==> src/serial_pin_consts.vh <==
// Purpose: Offsets, field positions, write masks and response codes for the pin and channel map block
// Assumes: AXI4-Lite, 32-bit data, one aligned word per register
// Notes: Offsets are local choices
`ifndef SERIAL_PIN_CONSTS_VH
`define SERIAL_PIN_CONSTS_VH
`define OFS_TX_EN0 8'h00
`define OFS_TX_EN1 8'h04
`define OFS_TX_EN2 8'h08
`define OFS_TX_EN3 8'h0c
`define OFS_PIN_CFG 8'h10
`define OFS_PORT_CTL 8'h14
`define OFS_MC_CTL 8'h18
`define OFS_RX_EN0 8'h1c
`define OFS_RX_EN1 8'h20
`define OFS_RX_EN2 8'h24
`define OFS_RX_EN3 8'h28
`define OFS_MAP_STAT 8'h2c
`define PIN_CFG_MASK 32'h0000_3f2f
`define PORT_CTL_MASK 32'h0000_001f
`define MC_CTL_MASK 32'h0000_1fff
`define RESP_OKAY 2'h0
`define RESP_SLVERR 2'h2
`define PC_TX_GPIO 13
`define PC_RX_GPIO 12
`define PC_TX_FRM_MODE 11
`define PC_RX_FRM_MODE 10
`define PC_TX_CLK_MODE 9
`define PC_RX_CLK_MODE 8
`define PC_EXT_CLK_LVL 6
`define PC_TX_DATA_LVL 5
`define PC_RX_DATA_LVL 4
`define PC_TX_FRM_POL 3
`define PC_RX_FRM_POL 2
`define PC_TX_CLK_POL 1
`define PC_RX_CLK_POL 0
`define PT_TX_RESET_N 0
`define PT_RX_RESET_N 1
`define PT_LOOPBACK 2
`define PT_CLK_STOP_LO 3
`define PT_CLK_STOP_HI 4
`define MC_TX_MODE_LO 0
`define MC_TX_WIDE 2
`define MC_TX_PA_LO 3
`define MC_TX_PB_LO 5
`define MC_RX_PA_LO 7
`define MC_RX_PB_LO 9
`define MC_FRAME_GEN 11
`define MC_GEN_SYNC 12
`endif

==> src/pin_sync3.v <==
// Purpose: Three-stage synchroniser for one pin
// Assumes: Input is asynchronous to aclk
// Notes: Output changes once stages two and three agree
`timescale 1ns/10ps
`default_nettype none
module pin_sync3 (
  input wire aclk,
  input wire aresetn,
  input wire pin_in,
  output reg level_q
);
  reg s1_q;
  reg s2_q;
  reg s3_q;
  always @(posedge aclk) begin
    if (!aresetn) begin
      s1_q <= 1'b0;
      s2_q <= 1'b0;
      s3_q <= 1'b0;
      level_q <= 1'b0;
    end else begin
      s1_q <= pin_in;
      s2_q <= s1_q;
      s3_q <= s2_q;
      if (s2_q == s3_q) begin
        level_q <= s3_q;
      end
    end
  end
endmodule
`default_nettype wire

==> src/tx_chan_map.v <==
// Purpose: Maps transmit enable bits onto 128 channel flags
// Assumes: Registered inputs from the register file
// Notes: Outputs are registered, one cycle after a register change
`timescale 1ns/10ps
`default_nettype none
module tx_chan_map (
  input wire aclk,
  input wire aresetn,
  input wire [127:0] tx_en,
  input wire [127:0] rx_en,
  input wire [1:0] tx_multichannel_mode,
  input wire tx_wide_channel_select,
  input wire [1:0] tx_part_a_block,
  input wire [1:0] tx_part_b_block,
  input wire [1:0] rx_part_a_block,
  input wire [1:0] rx_part_b_block,
  output reg [127:0] chan_enable_q,
  output reg [127:0] chan_unmask_q
);
  reg [127:0] tx_map;
  reg [127:0] rx_map;
  reg [2:0] blk_a;
  reg [2:0] blk_b;
  integer i;
  always @* begin
    tx_map = 128'h0;
    rx_map = 128'h0;
    // Even and odd block picks, sources swap in symmetric mode
    if (tx_multichannel_mode == 2'h3) begin
      blk_a = {rx_part_a_block, 1'b0};
      blk_b = {rx_part_b_block, 1'b1};
    end else begin
      blk_a = {tx_part_a_block, 1'b0};
      blk_b = {tx_part_b_block, 1'b1};
    end
    for (i = 0; i < 128; i = i + 1) begin
      if (tx_wide_channel_select) begin
        tx_map[i] = tx_en[i];
        rx_map[i] = rx_en[i];
      end else if (i[6:4] == blk_a) begin
        tx_map[i] = tx_en[i[3:0]];
        rx_map[i] = rx_en[i[3:0]];
      end else if (i[6:4] == blk_b) begin
        tx_map[i] = tx_en[{1'b1, i[3:0]}];
        rx_map[i] = rx_en[{1'b1, i[3:0]}];
      end
    end
  end
  always @(posedge aclk) begin
    if (!aresetn) begin
      chan_enable_q <= 128'h0;
      chan_unmask_q <= 128'h0;
    end else begin
      case (tx_multichannel_mode)
        2'h1: begin
          chan_enable_q <= tx_map;
          chan_unmask_q <= tx_map;
        end
        2'h2: begin
          chan_enable_q <= {128{1'b1}};
          chan_unmask_q <= tx_map;
        end
        2'h3: begin
          chan_enable_q <= rx_map;
          chan_unmask_q <= tx_map;
        end
        default: begin
          chan_enable_q <= {128{1'b1}};
          chan_unmask_q <= {128{1'b1}};
        end
      endcase
    end
  end
endmodule
`default_nettype wire

==> src/serial_pin_ctrl.v <==
// Purpose: Pin control and transmit channel map registers of a serial port
// Assumes: AXI4-Lite slave on aclk, pins sampled through three flip-flops
// Notes: Output enables are active low, low while driving
//
// The AXI4-Lite register port and the address map were decided locally.
`timescale 1ns/10ps
`default_nettype none
`include "serial_pin_consts.vh"
module serial_pin_ctrl (
  input wire aclk,
  input wire aresetn,
  input wire [7:0] s_axi_awaddr,
  input wire [2:0] s_axi_awprot,
  input wire s_axi_awvalid,
  output wire s_axi_awready,
  input wire [31:0] s_axi_wdata,
  input wire [3:0] s_axi_wstrb,
  input wire s_axi_wvalid,
  output wire s_axi_wready,
  output reg [1:0] s_axi_bresp,
  output reg s_axi_bvalid,
  input wire s_axi_bready,
  input wire [7:0] s_axi_araddr,
  input wire [2:0] s_axi_arprot,
  input wire s_axi_arvalid,
  output wire s_axi_arready,
  output reg [31:0] s_axi_rdata,
  output reg [1:0] s_axi_rresp,
  output reg s_axi_rvalid,
  input wire s_axi_rready,
  input wire gen_clk,
  input wire gen_frame,
  input wire tx_frame_int,
  input wire tx_data_int,
  input wire tx_clock_pin_i,
  output reg tx_clock_pin_o,
  output reg tx_clock_pin_oe_n,
  input wire tx_frame_pin_i,
  output reg tx_frame_pin_o,
  output reg tx_frame_pin_oe_n,
  output reg tx_data_pin_o,
  output reg tx_data_pin_oe_n,
  input wire rx_clock_pin_i,
  output reg rx_clock_pin_o,
  output reg rx_clock_pin_oe_n,
  input wire rx_frame_pin_i,
  output reg rx_frame_pin_o,
  output reg rx_frame_pin_oe_n,
  input wire rx_data_pin,
  input wire ext_source_clock_pin,
  output reg tx_clk_active,
  output reg rx_clk_active,
  output reg tx_frame_active,
  output reg rx_frame_active,
  output reg rx_data_serial,
  output reg tx_frame_from_gen,
  output reg spi_master,
  output wire [127:0] chan_enable_q,
  output wire [127:0] chan_unmask_q
);
  reg [127:0] tx_en_q;
  reg [127:0] rx_en_q;
  reg [31:0] pin_cfg_q;
  reg [31:0] port_ctl_q;
  reg [31:0] mc_ctl_q;
  reg [7:0] aw_addr_q;
  reg aw_full_q;
  reg [31:0] w_data_q;
  reg [3:0] w_strb_q;
  reg w_full_q;
  reg [31:0] rd_word;
  reg rd_ok;
  reg [31:0] wmask;
  wire tx_clk_s;
  wire tx_frm_s;
  wire rx_clk_s;
  wire rx_frm_s;
  wire rx_dat_s;
  wire ext_clk_s;
  // Gpio use only while that side is held in reset
  wire tx_gpio = pin_cfg_q[`PC_TX_GPIO] & ~port_ctl_q[`PT_TX_RESET_N];
  wire rx_gpio = pin_cfg_q[`PC_RX_GPIO] & ~port_ctl_q[`PT_RX_RESET_N];
  wire loopback = port_ctl_q[`PT_LOOPBACK];
  wire clk_stop = |port_ctl_q[`PT_CLK_STOP_HI:`PT_CLK_STOP_LO];
  wire do_write = aw_full_q & w_full_q & ~s_axi_bvalid;
  // Only aligned words below the status word take writes
  wire aw_ok = (aw_addr_q[1:0] == 2'h0) && (aw_addr_q < `OFS_MAP_STAT);
  // Transmit clock as the port sees it, pin or generator
  wire tx_clk_src = pin_cfg_q[`PC_TX_CLK_MODE] ? gen_clk : tx_clk_s;
  genvar g;

  // Every pin crosses domains, so each passes three stages first
  pin_sync3 u_sync_txc (.aclk(aclk), .aresetn(aresetn), .pin_in(tx_clock_pin_i), .level_q(tx_clk_s));
  pin_sync3 u_sync_txf (.aclk(aclk), .aresetn(aresetn), .pin_in(tx_frame_pin_i), .level_q(tx_frm_s));
  pin_sync3 u_sync_rxc (.aclk(aclk), .aresetn(aresetn), .pin_in(rx_clock_pin_i), .level_q(rx_clk_s));
  pin_sync3 u_sync_rxf (.aclk(aclk), .aresetn(aresetn), .pin_in(rx_frame_pin_i), .level_q(rx_frm_s));
  pin_sync3 u_sync_rxd (.aclk(aclk), .aresetn(aresetn), .pin_in(rx_data_pin), .level_q(rx_dat_s));
  pin_sync3 u_sync_ext (.aclk(aclk), .aresetn(aresetn), .pin_in(ext_source_clock_pin), .level_q(ext_clk_s));

  tx_chan_map u_map (
    .aclk(aclk),
    .aresetn(aresetn),
    .tx_en(tx_en_q),
    .rx_en(rx_en_q),
    .tx_multichannel_mode(mc_ctl_q[`MC_TX_MODE_LO+1:`MC_TX_MODE_LO]),
    .tx_wide_channel_select(mc_ctl_q[`MC_TX_WIDE]),
    .tx_part_a_block(mc_ctl_q[`MC_TX_PA_LO+1:`MC_TX_PA_LO]),
    .tx_part_b_block(mc_ctl_q[`MC_TX_PB_LO+1:`MC_TX_PB_LO]),
    .rx_part_a_block(mc_ctl_q[`MC_RX_PA_LO+1:`MC_RX_PA_LO]),
    .rx_part_b_block(mc_ctl_q[`MC_RX_PB_LO+1:`MC_RX_PB_LO]),
    .chan_enable_q(chan_enable_q),
    .chan_unmask_q(chan_unmask_q)
  );

  // Address and data held until both present; response after both
  assign s_axi_awready = ~aw_full_q;
  assign s_axi_wready = ~w_full_q;
  // One read at a time; a new address waits out rready
  assign s_axi_arready = ~s_axi_rvalid;

  always @* begin
    wmask = {{8{w_strb_q[3]}}, {8{w_strb_q[2]}}, {8{w_strb_q[1]}}, {8{w_strb_q[0]}}};
  end

  always @(posedge aclk) begin
    if (!aresetn) begin
      aw_addr_q <= 8'h00;
      aw_full_q <= 1'b0;
      w_data_q <= 32'h0000_0000;
      w_strb_q <= 4'h0;
      w_full_q <= 1'b0;
      s_axi_bvalid <= 1'b0;
      s_axi_bresp <= `RESP_OKAY;
    end else begin
      if (s_axi_awvalid && !aw_full_q) begin
        aw_addr_q <= s_axi_awaddr;
        aw_full_q <= 1'b1;
      end
      if (s_axi_wvalid && !w_full_q) begin
        w_data_q <= s_axi_wdata;
        w_strb_q <= s_axi_wstrb;
        w_full_q <= 1'b1;
      end
      if (do_write) begin
        aw_full_q <= 1'b0;
        w_full_q <= 1'b0;
        s_axi_bvalid <= 1'b1;
        if (aw_ok) begin
          s_axi_bresp <= `RESP_OKAY;
        end else begin
          s_axi_bresp <= `RESP_SLVERR;
        end
      end else if (s_axi_bvalid && s_axi_bready) begin
        s_axi_bvalid <= 1'b0;
      end
    end
  end

  // Register writes; channel enable arrays share one generate loop
  generate
    for (g = 0; g < 4; g = g + 1) begin : g_en
      always @(posedge aclk) begin
        if (!aresetn) begin
          tx_en_q[32*g+31:32*g] <= 32'h0000_0000;
          rx_en_q[32*g+31:32*g] <= 32'h0000_0000;
        end else if (do_write) begin
          if (aw_addr_q == `OFS_TX_EN0 + 8'h04 * g) begin
            tx_en_q[32*g+31:32*g] <= (tx_en_q[32*g+31:32*g] & ~wmask) | (w_data_q & wmask);
          end else if (aw_addr_q == `OFS_RX_EN0 + 8'h04 * g) begin
            rx_en_q[32*g+31:32*g] <= (rx_en_q[32*g+31:32*g] & ~wmask) | (w_data_q & wmask);
          end
        end
      end
    end
  endgenerate

  always @(posedge aclk) begin
    if (!aresetn) begin
      pin_cfg_q <= 32'h0000_0000;
      port_ctl_q <= 32'h0000_0000;
      mc_ctl_q <= 32'h0000_0000;
    end else if (do_write) begin
      if (aw_addr_q == `OFS_PIN_CFG) begin
        // Bit 7 and 31-14 never stored, so a stray one is harmless
        pin_cfg_q <= (pin_cfg_q & ~(wmask & `PIN_CFG_MASK)) | (w_data_q & wmask & `PIN_CFG_MASK);
      end else if (aw_addr_q == `OFS_PORT_CTL) begin
        port_ctl_q <= (port_ctl_q & ~(wmask & `PORT_CTL_MASK)) | (w_data_q & wmask & `PORT_CTL_MASK);
      end else if (aw_addr_q == `OFS_MC_CTL) begin
        mc_ctl_q <= (mc_ctl_q & ~(wmask & `MC_CTL_MASK)) | (w_data_q & wmask & `MC_CTL_MASK);
      end
    end
  end

  // Read decode; status bits are live synchronised pin levels while the rx side is in gpio use, else 0
  always @* begin
    rd_word = 32'h0000_0000;
    rd_ok = 1'b1;
    if (s_axi_araddr == `OFS_PIN_CFG) begin
      rd_word = pin_cfg_q;
      rd_word[`PC_EXT_CLK_LVL] = rx_gpio & ext_clk_s;
      rd_word[`PC_RX_DATA_LVL] = rx_gpio & rx_dat_s;
    end else if (s_axi_araddr == `OFS_PORT_CTL) begin
      rd_word = port_ctl_q;
    end else if (s_axi_araddr == `OFS_MC_CTL) begin
      rd_word = mc_ctl_q;
    end else if (s_axi_araddr == `OFS_TX_EN0) begin
      rd_word = tx_en_q[31:0];
    end else if (s_axi_araddr == `OFS_TX_EN1) begin
      rd_word = tx_en_q[63:32];
    end else if (s_axi_araddr == `OFS_TX_EN2) begin
      rd_word = tx_en_q[95:64];
    end else if (s_axi_araddr == `OFS_TX_EN3) begin
      rd_word = tx_en_q[127:96];
    end else if (s_axi_araddr == `OFS_RX_EN0) begin
      rd_word = rx_en_q[31:0];
    end else if (s_axi_araddr == `OFS_RX_EN1) begin
      rd_word = rx_en_q[63:32];
    end else if (s_axi_araddr == `OFS_RX_EN2) begin
      rd_word = rx_en_q[95:64];
    end else if (s_axi_araddr == `OFS_RX_EN3) begin
      rd_word = rx_en_q[127:96];
    end else if (s_axi_araddr == `OFS_MAP_STAT) begin
      rd_word = {30'h0000_0000, tx_gpio, rx_gpio};
    end else begin
      rd_ok = 1'b0;
    end
  end

  always @(posedge aclk) begin
    if (!aresetn) begin
      s_axi_rvalid <= 1'b0;
      s_axi_rdata <= 32'h0000_0000;
      s_axi_rresp <= `RESP_OKAY;
    end else if (s_axi_arvalid && !s_axi_rvalid) begin
      s_axi_rvalid <= 1'b1;
      s_axi_rdata <= rd_word;
      s_axi_rresp <= rd_ok ? `RESP_OKAY : `RESP_SLVERR;
    end else if (s_axi_rvalid && s_axi_rready) begin
      s_axi_rvalid <= 1'b0;
    end
  end

  // Pin steering; registered so pins see no decode glitches
  always @(posedge aclk) begin
    if (!aresetn) begin
      tx_clock_pin_o <= 1'b0;
      tx_clock_pin_oe_n <= 1'b1;
      tx_frame_pin_o <= 1'b0;
      tx_frame_pin_oe_n <= 1'b1;
      tx_data_pin_o <= 1'b0;
      tx_data_pin_oe_n <= 1'b1;
      rx_clock_pin_o <= 1'b0;
      rx_clock_pin_oe_n <= 1'b1;
      rx_frame_pin_o <= 1'b0;
      rx_frame_pin_oe_n <= 1'b1;
      tx_clk_active <= 1'b0;
      rx_clk_active <= 1'b0;
      tx_frame_active <= 1'b0;
      rx_frame_active <= 1'b0;
      rx_data_serial <= 1'b0;
      tx_frame_from_gen <= 1'b0;
      spi_master <= 1'b0;
    end else begin
      spi_master <= clk_stop & pin_cfg_q[`PC_TX_CLK_MODE];
      tx_frame_from_gen <= pin_cfg_q[`PC_TX_FRM_MODE] & mc_ctl_q[`MC_FRAME_GEN];
      if (tx_gpio) begin
        // Gpio direction follows the mode bits; data pin only drives
        tx_data_pin_o <= pin_cfg_q[`PC_TX_DATA_LVL];
        tx_data_pin_oe_n <= 1'b0;
        tx_clock_pin_oe_n <= ~pin_cfg_q[`PC_TX_CLK_MODE];
        tx_clock_pin_o <= pin_cfg_q[`PC_TX_CLK_POL];
        tx_frame_pin_oe_n <= ~pin_cfg_q[`PC_TX_FRM_MODE];
        tx_frame_pin_o <= pin_cfg_q[`PC_TX_FRM_POL];
        tx_clk_active <= 1'b0;
        tx_frame_active <= 1'b0;
      end else begin
        tx_data_pin_o <= tx_data_int;
        tx_data_pin_oe_n <= 1'b0;
        tx_clock_pin_oe_n <= ~pin_cfg_q[`PC_TX_CLK_MODE];
        tx_clock_pin_o <= gen_clk;
        // Active level of tx clock edge, folded with polarity
        tx_clk_active <= (pin_cfg_q[`PC_TX_CLK_MODE] ? gen_clk : tx_clk_s) ^ pin_cfg_q[`PC_TX_CLK_POL];
        tx_frame_pin_oe_n <= ~pin_cfg_q[`PC_TX_FRM_MODE];
        tx_frame_pin_o <= (pin_cfg_q[`PC_TX_FRM_MODE] ? (mc_ctl_q[`MC_FRAME_GEN] ? gen_frame : tx_frame_int) : 1'b0)
          ^ pin_cfg_q[`PC_TX_FRM_POL];
        tx_frame_active <= (pin_cfg_q[`PC_TX_FRM_MODE] ? (mc_ctl_q[`MC_FRAME_GEN] ? gen_frame : tx_frame_int)
          : (tx_frm_s ^ pin_cfg_q[`PC_TX_FRM_POL]));
      end
      if (rx_gpio) begin
        rx_clock_pin_oe_n <= ~pin_cfg_q[`PC_RX_CLK_MODE];
        rx_clock_pin_o <= pin_cfg_q[`PC_RX_CLK_POL];
        rx_frame_pin_oe_n <= ~pin_cfg_q[`PC_RX_FRM_MODE];
        rx_frame_pin_o <= pin_cfg_q[`PC_RX_FRM_POL];
        // Gpio pins carry no serial clock, frame or data
        rx_clk_active <= 1'b0;
        rx_frame_active <= 1'b0;
        rx_data_serial <= 1'b0;
      end else begin
        rx_data_serial <= rx_dat_s;
        // Pin direction follows bit 8 in every mode; spi only reroutes the clock
        rx_clock_pin_oe_n <= ~pin_cfg_q[`PC_RX_CLK_MODE];
        if (loopback) begin
          // Loopback wins over spi; both take the transmit clock
          rx_clock_pin_o <= tx_clk_src;
          rx_clk_active <= tx_clk_src ^ ~pin_cfg_q[`PC_RX_CLK_POL];
        end else if (clk_stop) begin
          // Spi: receive clock follows transmit clock in either role
          rx_clock_pin_o <= gen_clk;
          rx_clk_active <= tx_clk_src ^ ~pin_cfg_q[`PC_RX_CLK_POL];
        end else begin
          rx_clock_pin_o <= gen_clk;
          // Falling edge sampling by default, so invert when bit is 0
          rx_clk_active <= (pin_cfg_q[`PC_RX_CLK_MODE] ? gen_clk : rx_clk_s) ^ ~pin_cfg_q[`PC_RX_CLK_POL];
        end
        rx_frame_pin_oe_n <= ~(pin_cfg_q[`PC_RX_FRM_MODE] & ~mc_ctl_q[`MC_GEN_SYNC]);
        rx_frame_pin_o <= gen_frame ^ pin_cfg_q[`PC_RX_FRM_POL];
        rx_frame_active <= (pin_cfg_q[`PC_RX_FRM_MODE] ? gen_frame : (rx_frm_s ^ pin_cfg_q[`PC_RX_FRM_POL]));
      end
    end
  end
endmodule
`default_nettype wire

==> config.mk <==
export PLATFORM = sky130hd
export DESIGN_NAME = serial_pin_ctrl
export DESIGN_NICKNAME = d
export VERILOG_FILES = /design/src/pin_sync3.v /design/src/tx_chan_map.v /design/src/serial_pin_ctrl.v
export VERILOG_INCLUDE_DIRS = /design/src /design/src/src
export SDC_FILE = /design/constraint.sdc
export NUM_CORES = 1
export LEC_CHECK = 0
export BUFFER_PORTS_ARGS = -buffer_cell sky130_fd_sc_hd__clkbuf_2
export CAP_MARGIN = 10
export CORE_MARGIN = 2
export CORE_UTILIZATION = 45
export DETAILED_ROUTE_END_ITERATION = 7
export GPL_TIMING_DRIVEN = 1
export PLACE_DENSITY = 0.72
export RECOVER_POWER = 100
export SYNTH_ARGS = -nofsm -noshare
export SYNTH_HDL_FRONTEND = slang
export SYNTH_SLANG_ARGS = --single-unit
==> constraint.sdc <==
create_clock -name aclk -period 3.59 [get_ports aclk]
set_input_delay 0.359 -clock aclk [delete_from_list [all_inputs] [get_ports aclk]]
set_output_delay 0.359 -clock aclk [all_outputs]
set_load 0.02 [all_outputs]
# --- Word level (Yosys, flattened, before mapping) ---
# Index checks and enable logic that the tools add are counted.
word_totals:
  register_bits: 733
  word_cells: 1022
classes:
  n_lt_le_gt_ge: 1
  n_eq_ne: 44
  muxes: 818
  bitwise: 63
  reduce_logical: 32
ops:
  columns: ["op", "count"]
  rows:
  - ["$mux W1", 800]
  - ["$and A32 B32 Y32", 12]
  - ["$mux W32", 11]
  - ["$or A32 B32 Y32", 8]
  - ["$pmux W128 S2", 1]
  - ["$mux W128", 1]
  - ["$eq A8 B5 Y1 const B", 8]
  - ["$eq A8 B6 Y1 const B", 7]
  - ["$eq A8 B4 Y1 const B", 4]
  - ["$not A13 Y32", 1]
  - ["$not A14 Y32", 1]
  - ["$not A32 Y32", 1]
  - ["$not A5 Y32", 1]
  - ["$or A32 B13 Y32", 1]
  - ["$or A32 B14 Y32", 1]
  - ["$or A32 B5 Y32", 1]
  - ["$eq A3 B3 Y1 const A", 8]
  - ["$not A1 Y1", 20]
  - ["$eq A8 B3 Y1 const B", 2]
  - ["$logic_not A8 Y1", 2]
  - ["$reduce_and A3 Y1", 5]
  - ["$eq A2 B3 Y1 const A", 4]
  - ["$reduce_and A2 Y1", 5]
  - ["$and A1 B1 Y1", 9]
  - ["16 further kinds", 44]

# --- Depth between registers and ports, before layout ---
# Gate-level depths: netlist of the first run.
logic_depth:
  ltp_word: 14
  mapped_depth: 10
  depth_no_buf: 6

# --- Cells and area by module ---
# Synthesis of the first run repeated with hierarchy kept, for this count alone.
hier_totals:
  hier_cells: 3350
  area_unflattened_um2: 28798.9
by_module_without_submodules:
  columns: ["mod", "instances", "cells_each", "area_each_um2"]
  rows:
  - ["serial_pin_ctrl", 1, 1916, 16836.1]
  - ["tx_chan_map", 1, 1374, 11264.6]
  - ["pin_sync3", 6, 10, 116.4]

# --- Least setup slack after synthesis of the first run ---
# OpenSTA, ideal clock, no wires.
synth_path:
  kind: "input -> register"
  from: "input s_axi_araddr[3]"
  to: "register s_axi_rdata[25]"
  setup_time_ns: 0.123
  arrival_ns: 1.861
  path_slack_ns: 1.606
  cell_stages: 8
  path_buffers: 4
  cell_sequence: "buf_2 or4_1 clkbuf_1 or3_1 buf_2 buf_2 nor2_1 o31ai_2"
synth_via:
  elab_chain_len: 12
synth_rtl:
  columns: ["element", "line_no", "rtl"]
  rows:
  - ["start: declaration", "serial_pin_ctrl.v:23", "input wire [7:0] s_axi_araddr,"]
  - ["$eq A8 B6 Y1 (no line)", null, null]
  - ["$mux W32", "serial_pin_ctrl.v:220", "end else if (s_axi_araddr == `OFS_RX_EN3) begin"]
  - ["$mux W32", "serial_pin_ctrl.v:218", "end else if (s_axi_araddr == `OFS_RX_EN2) begin"]
  - ["$mux W32", "serial_pin_ctrl.v:216", "end else if (s_axi_araddr == `OFS_RX_EN1) begin"]
  - ["$mux W32", "serial_pin_ctrl.v:214", "end else if (s_axi_araddr == `OFS_RX_EN0) begin"]
  - ["$mux W32", "serial_pin_ctrl.v:212", "end else if (s_axi_araddr == `OFS_TX_EN3) begin"]
  - ["$mux W32", "serial_pin_ctrl.v:210", "end else if (s_axi_araddr == `OFS_TX_EN2) begin"]
  - ["$mux W32", "serial_pin_ctrl.v:208", "end else if (s_axi_araddr == `OFS_TX_EN1) begin"]
  - ["$mux W32", "serial_pin_ctrl.v:206", "end else if (s_axi_araddr == `OFS_TX_EN0) begin"]
  - ["$mux W32", "serial_pin_ctrl.v:204", "end else if (s_axi_araddr == `OFS_MC_CTL) begin"]
  - ["$mux W32", "serial_pin_ctrl.v:202", "end else if (s_axi_araddr == `OFS_PORT_CTL) begin"]
  - ["$mux W32 *", "serial_pin_ctrl.v:198", "if (s_axi_araddr == `OFS_PIN_CFG) begin"]
  - ["end signal: assignment", "serial_pin_ctrl.v:236", "s_axi_rdata <= rd_word;"]
  - ["end: declaration", "serial_pin_ctrl.v:27", "output reg [31:0] s_axi_rdata,"]
# Every way passes the cells marked *; elsewhere a longest branch is shown, timed or not.
# A chain may end at the register's enable or synchronous reset.

==> results of run 1 <==
==> cells in the mapped netlist (40+ instances only) <==
master	n
a21o_1	40
nand2_1	409
nor2b_1	64
mux2i_1	121
a211oi_1	86
dfxtp_1	664
nor2_1	256
clkbuf_1	259
a21oi_1	452
nand2b_1	50
a22oi_1	95
a221oi_1	88
o21ai_0	215
nand3_1	76
==> final cells by class <==
cell class	instances	area, um2	share of cell area, %
repair buffers	540	2820	8.649
multi-input cells	2235	12920	39.62
clock inverters	40	518.0	1.589
well taps	782	978.4	3.001
flip-flops and latches	664	13300	40.78
clock buffers	90	1993	6.112
diodes	1	2.502	0.007674
inverters	20	78.83	0.2417
==> cells by family (layout without fill, tap and decap cells) <==
kind of cell | Yosys count | after routing | share of synthesized area (%)
buffers and inverters | 337 | 690 | 4.851
AOI/OAI and AO/OA | 1126 | 1126 | 25.25
xor gates and xnor gates | 6 | 6 | 0.1908
other | 1 | 3 | 0.01361
muxes | 157 | 157 | 5.869
and+or+nand+nor | 944 | 944 | 15.57
DFF | 664 | 664 | 48.26
==> power breakdown <==
group	internal, uW	switching (uW)
registers	7580	192
logic	314	819
clock network	4750	3210
==> layout by cell type (no fill, tap or decap), drive strengths merged, types with 86 or more instances in the layout <==
cell type	synthesis	final
dfxtp	664	664
clkbuf	259	489
a21oi	452	452
nand2	417	417
nor2	262	262
o21ai	226	226
mux2i	121	121
a22oi	95	95
a221oi	88	88
buf	58	87
a211oi	86	86
==> routing by layer <==
metal	share of wire (%)	vias to the layer above
met4	3.6	2
met1	44	12700
met3	14	231
li1	-	12080
met2	39	1718
met5	0.012	-
==> metrics by stage <==
| stage | hold WS (ns) | util [%] |
|---|---|---|
| final | 0.01472 | 53.93 |
| after global routing | 0.02753 | 53.92 |
| after CTS | 0.003735 | 54.93 |
| after detailed placement | 0.4211 | 49.89 |
| after global placement | 0.4130 | 49.89 |
| after floorplan | 0.3963 | - |
==> path summary, 6_finish.rpt <==
kind	startpoint	slack, ns	cells after the start	to
worst min-delay path	s_axi_wdata[21]	0.01	3	w_data_q[21]$_SDFFE_PN0P_
worst max-delay path	flip-flop	0.31	5	u_map.chan_enable_q[119]$_SDFF_PN0_
worst min register to register	u_sync_rxd.s1_q$_SDFF_PN0_	0.43	1	u_sync_rxd.s2_q$_SDFF_PN0_
worst max register to register	flip-flop	0.31	5	u_map.chan_enable_q[119]$_SDFF_PN0_
==> worst max-delay path: cells and delay by family (launching register included) <==
family | cells | cell delay, ns
and+or+nand+nor | 1 | 0.30
AOI/OAI and AO/OA | 3 | 1.57
buffers and inverters | 1 | 0.70
DFF | 1 | 0.54
==> repair_timing <==
| action | CTS | global route |
|---|---|---|
| setup buffers | 0 | 0 |
| hold buffers | 54 | 0 |
| endpoints found under the hold margin | 54 | 0 |
==> impl_metrics.py, run 1 <==
metrics = {
    "status": {
        "status": "finished, violations left",
        "violations": "max-capacitance violations, max-slew violations",
    },
    "global_route": {
        "grt_start_max_net_pins": 127,
        "grt_use_met2_pct": 44.80,
        "grt.busiest_layer": "met1",
        "grt_overflow": 0,
        "use_met1_pct": 48.91,
        "antenna_found_initial": 1,
        "grt_usage_pct": 33.22,
        "grt_pass1_wl_um": 160600,
        "grt_pass1_vias": 24590,
        "grt_use_met3_pct": 10.58,
    },
    "floorplan": {
        "design.core.area_um2": 60470,
        "die_area_um2": 63210,
        "ioPinCount": 389,
        "num_rows": 90,
        "die_w_um": 251.4,
        "die_h_um": 251.4,
        "start_util_pct": 45.55,
    },
    "placement": {
        "hpwl_um": 75650,
        "place.gp.congestion": 1.022,
        "placed_cell_area_um2": 30170,
        "place_inst": 4186,
        "pre_cts_slack_ns": 0.8084,
        "port_buffers": 380,
    },
    "layout": {
        "nNetsFinal": 3607,
        "stdcell_count": 4372,
        "syn_to_final_growth_pct": 18.38,
        "fin_area_um2": 32610,
        "fillers": 5683,
        "drive_gt1_share_pct": 10.06,
    },
    "sta": {
        "fin_worst_skew_ns": 0.03977,
        "final-setup-viol-count": 0,
        "maxSlewHeadroom_pct": -35.28,
        "timing.setup.tns_ns": 0,
        "hold_viol": 0,
        "slew_violations": 157,
        "post-route-min-period_ns": 3.283,
        "max_freq_mhz": 304.6,
        "rsz0062_at_grt": "no",
        "period_share_pct": 91.44,
        "fin_ws_ns": 0.3074,
        "worst_pin_slew_ns": 2.029,
    },
    "yosys": {
        "synth_area_um2": 27550,
        "synth-seq-cells": 664,
        "synth_edf_count": 0,
        "syn-mean-instance-area_um2": 8.515,
        "synth_top_area_share_pct": 48.26,
        "yosysSeqAreaShare_pct": 48.26,
        "synthCells": 3235,
        "yosys_warnings": 0,
        "ys_top_cells_by_area": "dfxtp_1, a21oi_1, nand2_1, mux2i_1, o21ai_0",
        "synth_cell_types": 69,
        "yosys.area.top_type": "dfxtp_1",
        "synth_flop_cell": "dfxtp_1",
        "synth-async-reset-ratio_pct": 0,
    },
    "worst_setup_path": {
        "critPathArrivalTime_ns": 3.75,
        "crit_path_end_kind": "flip-flop",
        "crit_required_ns": 4.06,
        "cp_slowest_cell": "o21ai_1",
        "worstPathCellList": "nand2_2 -> o21ai_1 -> clkbuf_2 -> a22oi_1 -> a211oi_1",
        "critical-path-max-stage-delay_ns": 0.89,
        "crit_type": "reg -> reg",
        "crit_path_max_fanout": 24,
        "start_kind": "flip-flop",
    },
    "clock_network": {
        "cts_root_buf": "clkbuf_16",
        "numCtsBuffers": 71,
        "cts_buffer_depth": 3,
        "clk_pin_slew_ns": 0.06,
        "cts_tree": "built",
        "post_cts_resize_count": 0,
        "cts.sinks": 664,
        "clock_latency_ns": 0.63,
        "htree_levels": 3,
    },
    "power": {
        "finalPower_uw": 16870,
        "leakagePower_uw": 0.01211,
        "peakVddDrop_mv": 0.3641,
        "power.density_nw_per_um2": 517.3,
    },
    "routing": {
        "drt_iter0_drc": 3799,
        "dr.pass1.iters": 6,
        "drc": 0,
        "postRouteAntennaNets": 0,
        "vias": 26730,
        "vias_per_cell": 6.114,
        "wire_per_inst_um": 24.91,
        "routed_wl_um": 108900,
    },
    "flow_run": {
        "maxCapViolCount": 3,
    },
    "min_path": {
        "hp-class": "in -> reg",
    },
}
(Power assumes the default switching activity.)
==> run 2, diff against run 1 <==
--- a/config.mk
+++ b/config.mk
@@ -16,4 +16,5 @@
 export RECOVER_POWER = 100
 export SYNTH_ARGS = -nofsm -noshare
 export SYNTH_HDL_FRONTEND = slang
+export SYNTH_HIERARCHICAL = 1
 export SYNTH_SLANG_ARGS = --single-unit
==> impl_metrics.py, run 2 <==
metrics = {
    "worst_setup_path": {
        "critical-path-max-stage-delay_ns": 0.96,
        "crit_required_ns": 4.10,
        "worstPathCellList": "nand2_4 -> mux2i_4 -> clkbuf_1 -> nand2_1 -> a31oi_1",
        "worst-path-buf-inv": 1,
        "crit_path_end_kind": "flip-flop",
        "start_kind": "flip-flop",
        "cp_slowest_cell": "clkbuf_1",
        "crit_family": "buffers and inverters",
        "regToRegSetupSlack_ns": 0.52,
        "crit_type": "reg -> reg",
        "crit_path_max_fanout": 28,
        "critPathArrivalTime_ns": 3.58,
    },
    "yosys": {
        "synth-async-reset-ratio_pct": 0,
        "synth_edf_count": 0,
        "synth.most_common_cell": "dfxtp_1",
        "synth_top_area_share_pct": 46.16,
        "yosys_warnings": 6,
        "synth_area_um2": 28800,
        "synth-seq-cells": 664,
        "synth_cell_types": 86,
        "syn-mean-instance-area_um2": 8.597,
        "synth_flop_cell": "dfxtp_1",
        "yosysSeqAreaShare_pct": 46.16,
        "ys_top_cells_by_area": "dfxtp_1, mux2i_1, nand2_1, o21ai_0, a21oi_1",
        "synthCells": 3350,
        "ys_top_cells_by_count": "dfxtp_1, nand2_1, o21ai_0",
        "yosys.area.top_type": "dfxtp_1",
    },
    "placement": {
        "hpwl_um": 73700,
        "place_inst": 4366,
        "port_buffers": 380,
        "place.gp.congestion": 0.9757,
    },
    "floorplan": {
        "num_rows": 92,
        "design.core.area_um2": 63200,
        "die_area_um2": 66040,
        "die_h_um": 257.0,
        "start_util_pct": 45.57,
        "ioPinCount": 389,
        "die_w_um": 257.0,
    },
    "sta": {
        "period_share_pct": 85.51,
        "worst_pin_slew_ns": 2.233,
        "slew_violations": 290,
        "hold_ws_ns": 0.02462,
        "final-setup-viol-count": 0,
        "max_freq_mhz": 325.7,
        "post-route-min-period_ns": 3.070,
        "timing.setup.tns_ns": 0,
        "rsz0062_at_grt": "no",
        "fin_worst_skew_ns": 0.02987,
        "maxSlewHeadroom_pct": -48.86,
        "hold_viol": 0,
    },
    "status": {
        "violations": "max-capacitance violations, max-slew violations",
        "status": "finished, violations left",
    },
    "routing": {
        "wire_per_inst_um": 24.07,
        "postRouteAntennaNets": 0,
        "vias": 27190,
        "drt_iter0_drc": 2983,
        "dr.pass1.iters": 6,
        "drc": 0,
        "routed_wl_um": 109500,
        "vias_per_cell": 5.979,
    },
    "clock_network": {
        "cts_tree": "built",
        "numCtsBuffers": 72,
        "clock_latency_ns": 0.63,
        "cts.sinks": 664,
        "cts_root_buf": "clkbuf_16",
        "clk_pin_slew_ns": 0.06,
        "htree_levels": 3,
        "cts_buffer_depth": 3,
    },
    "global_route": {
        "grt_start_max_net_pins": 184,
        "grt_overflow": 0,
        "antenna_found_initial": 4,
        "grt_pass1_vias": 25580,
        "grt_usage_pct": 31.71,
        "grt_pass1_wl_um": 160200,
    },
    "layout": {
        "final_cell_mix": "dfxtp_1, nand2_1, clkbuf_1",
        "final_common_cell": "dfxtp_1",
        "n_antenna_cell": 0,
        "fillers": 6021,
        "syn_to_final_growth_pct": 17.24,
        "nNetsFinal": 3719,
        "drive_gt1_share_pct": 8.968,
        "stdcell_count": 4548,
    },
    "flow_run": {
        "maxCapViolCount": 3,
    },
    "min_path": {
        "hp-class": "in -> reg",
    },
    "power": {
        "power.density_nw_per_um2": 506.7,
        "peakVddDrop_mv": 0.2981,
        "leakagePower_uw": 0.01308,
    },
}
## run 2: what timing repair did
action,CTS,global route
setup buffers,0,0
hold endpoints to repair,50,0
gates resized for setup,0,0
hold buffers,50,0
setup endpoints to repair,0,0
## run 2: report_power, final
group,leakage [uW],switching [uW],internal [uW]
logic,0.00634,815,342
clock network,0.00128,3140,5050
registers,0.00546,182,7580
## run 2: kinds of logic after synthesis
logic type,synth area share (%)
buffers and inverters,4.584
flip-flops,46.16
AO/OA/AOI/OAI,20.15
multiplexers,10.75
other,0.01302
XOR/XNOR,0.1825
AND/OR/NAND/NOR,18.17
## run 2: worst min-delay path, stage by stage
cell	delay [ns]
clkbuf_2	0.11
a21oi_1	0.07
nor2_1	0.07
## run 2: metrics by stage
step	total power, uW	worst slack (ns)	cell area (um2)	utilization (%)
floorplan	8565	1.470	28800	-
global placement	9069	0.9864	31250	49.45
detailed placement	9075	0.9002	31250	49.45
CTS	17220	1.123	34380	54.41
global route	17560	0.5173	33760	53.43
finish	17110	0.5201	33760	53.43
## run 2: path summary, 6_finish.rpt
| path | start | end | cells past startpoint |
|---|---|---|---|
| worst max-delay path | flip-flop | u_map/chan_enable_q[123]$_SDFF_PN0_ | 5 |
| worst min-delay path | gen_frame | rx_frame_active$_SDFF_PP0_ | 3 |
| worst max register to register | flip-flop | u_map/chan_enable_q[123]$_SDFF_PN0_ | 5 |
| worst min register to register | u_sync_rxc/s1_q$_SDFF_PN0_ | u_sync_rxc/s2_q$_SDFF_PN0_ | 1 |
## run 2: layout make-up
class	count	area (um2)	area share, %
Inverter	11	48.80	0.1445
Timing Repair Buffer	510	2649	7.845
Sequential cell	664	13300	39.38
Multi-Input combinational cell	2385	14080	41.70
Tap cell	846	1059	3.135
Clock buffer	102	2148	6.363
Clock inverter	30	484.2	1.434
## run 2: per-layer routing
metal  track usage [%]  wire (um)  share of wire, %
met1             41.41      43750                40
met2             49.06      48420                44
met3             7.181      11390                10
met4             16.34       5858               5.4
met5                 0         57             0.052
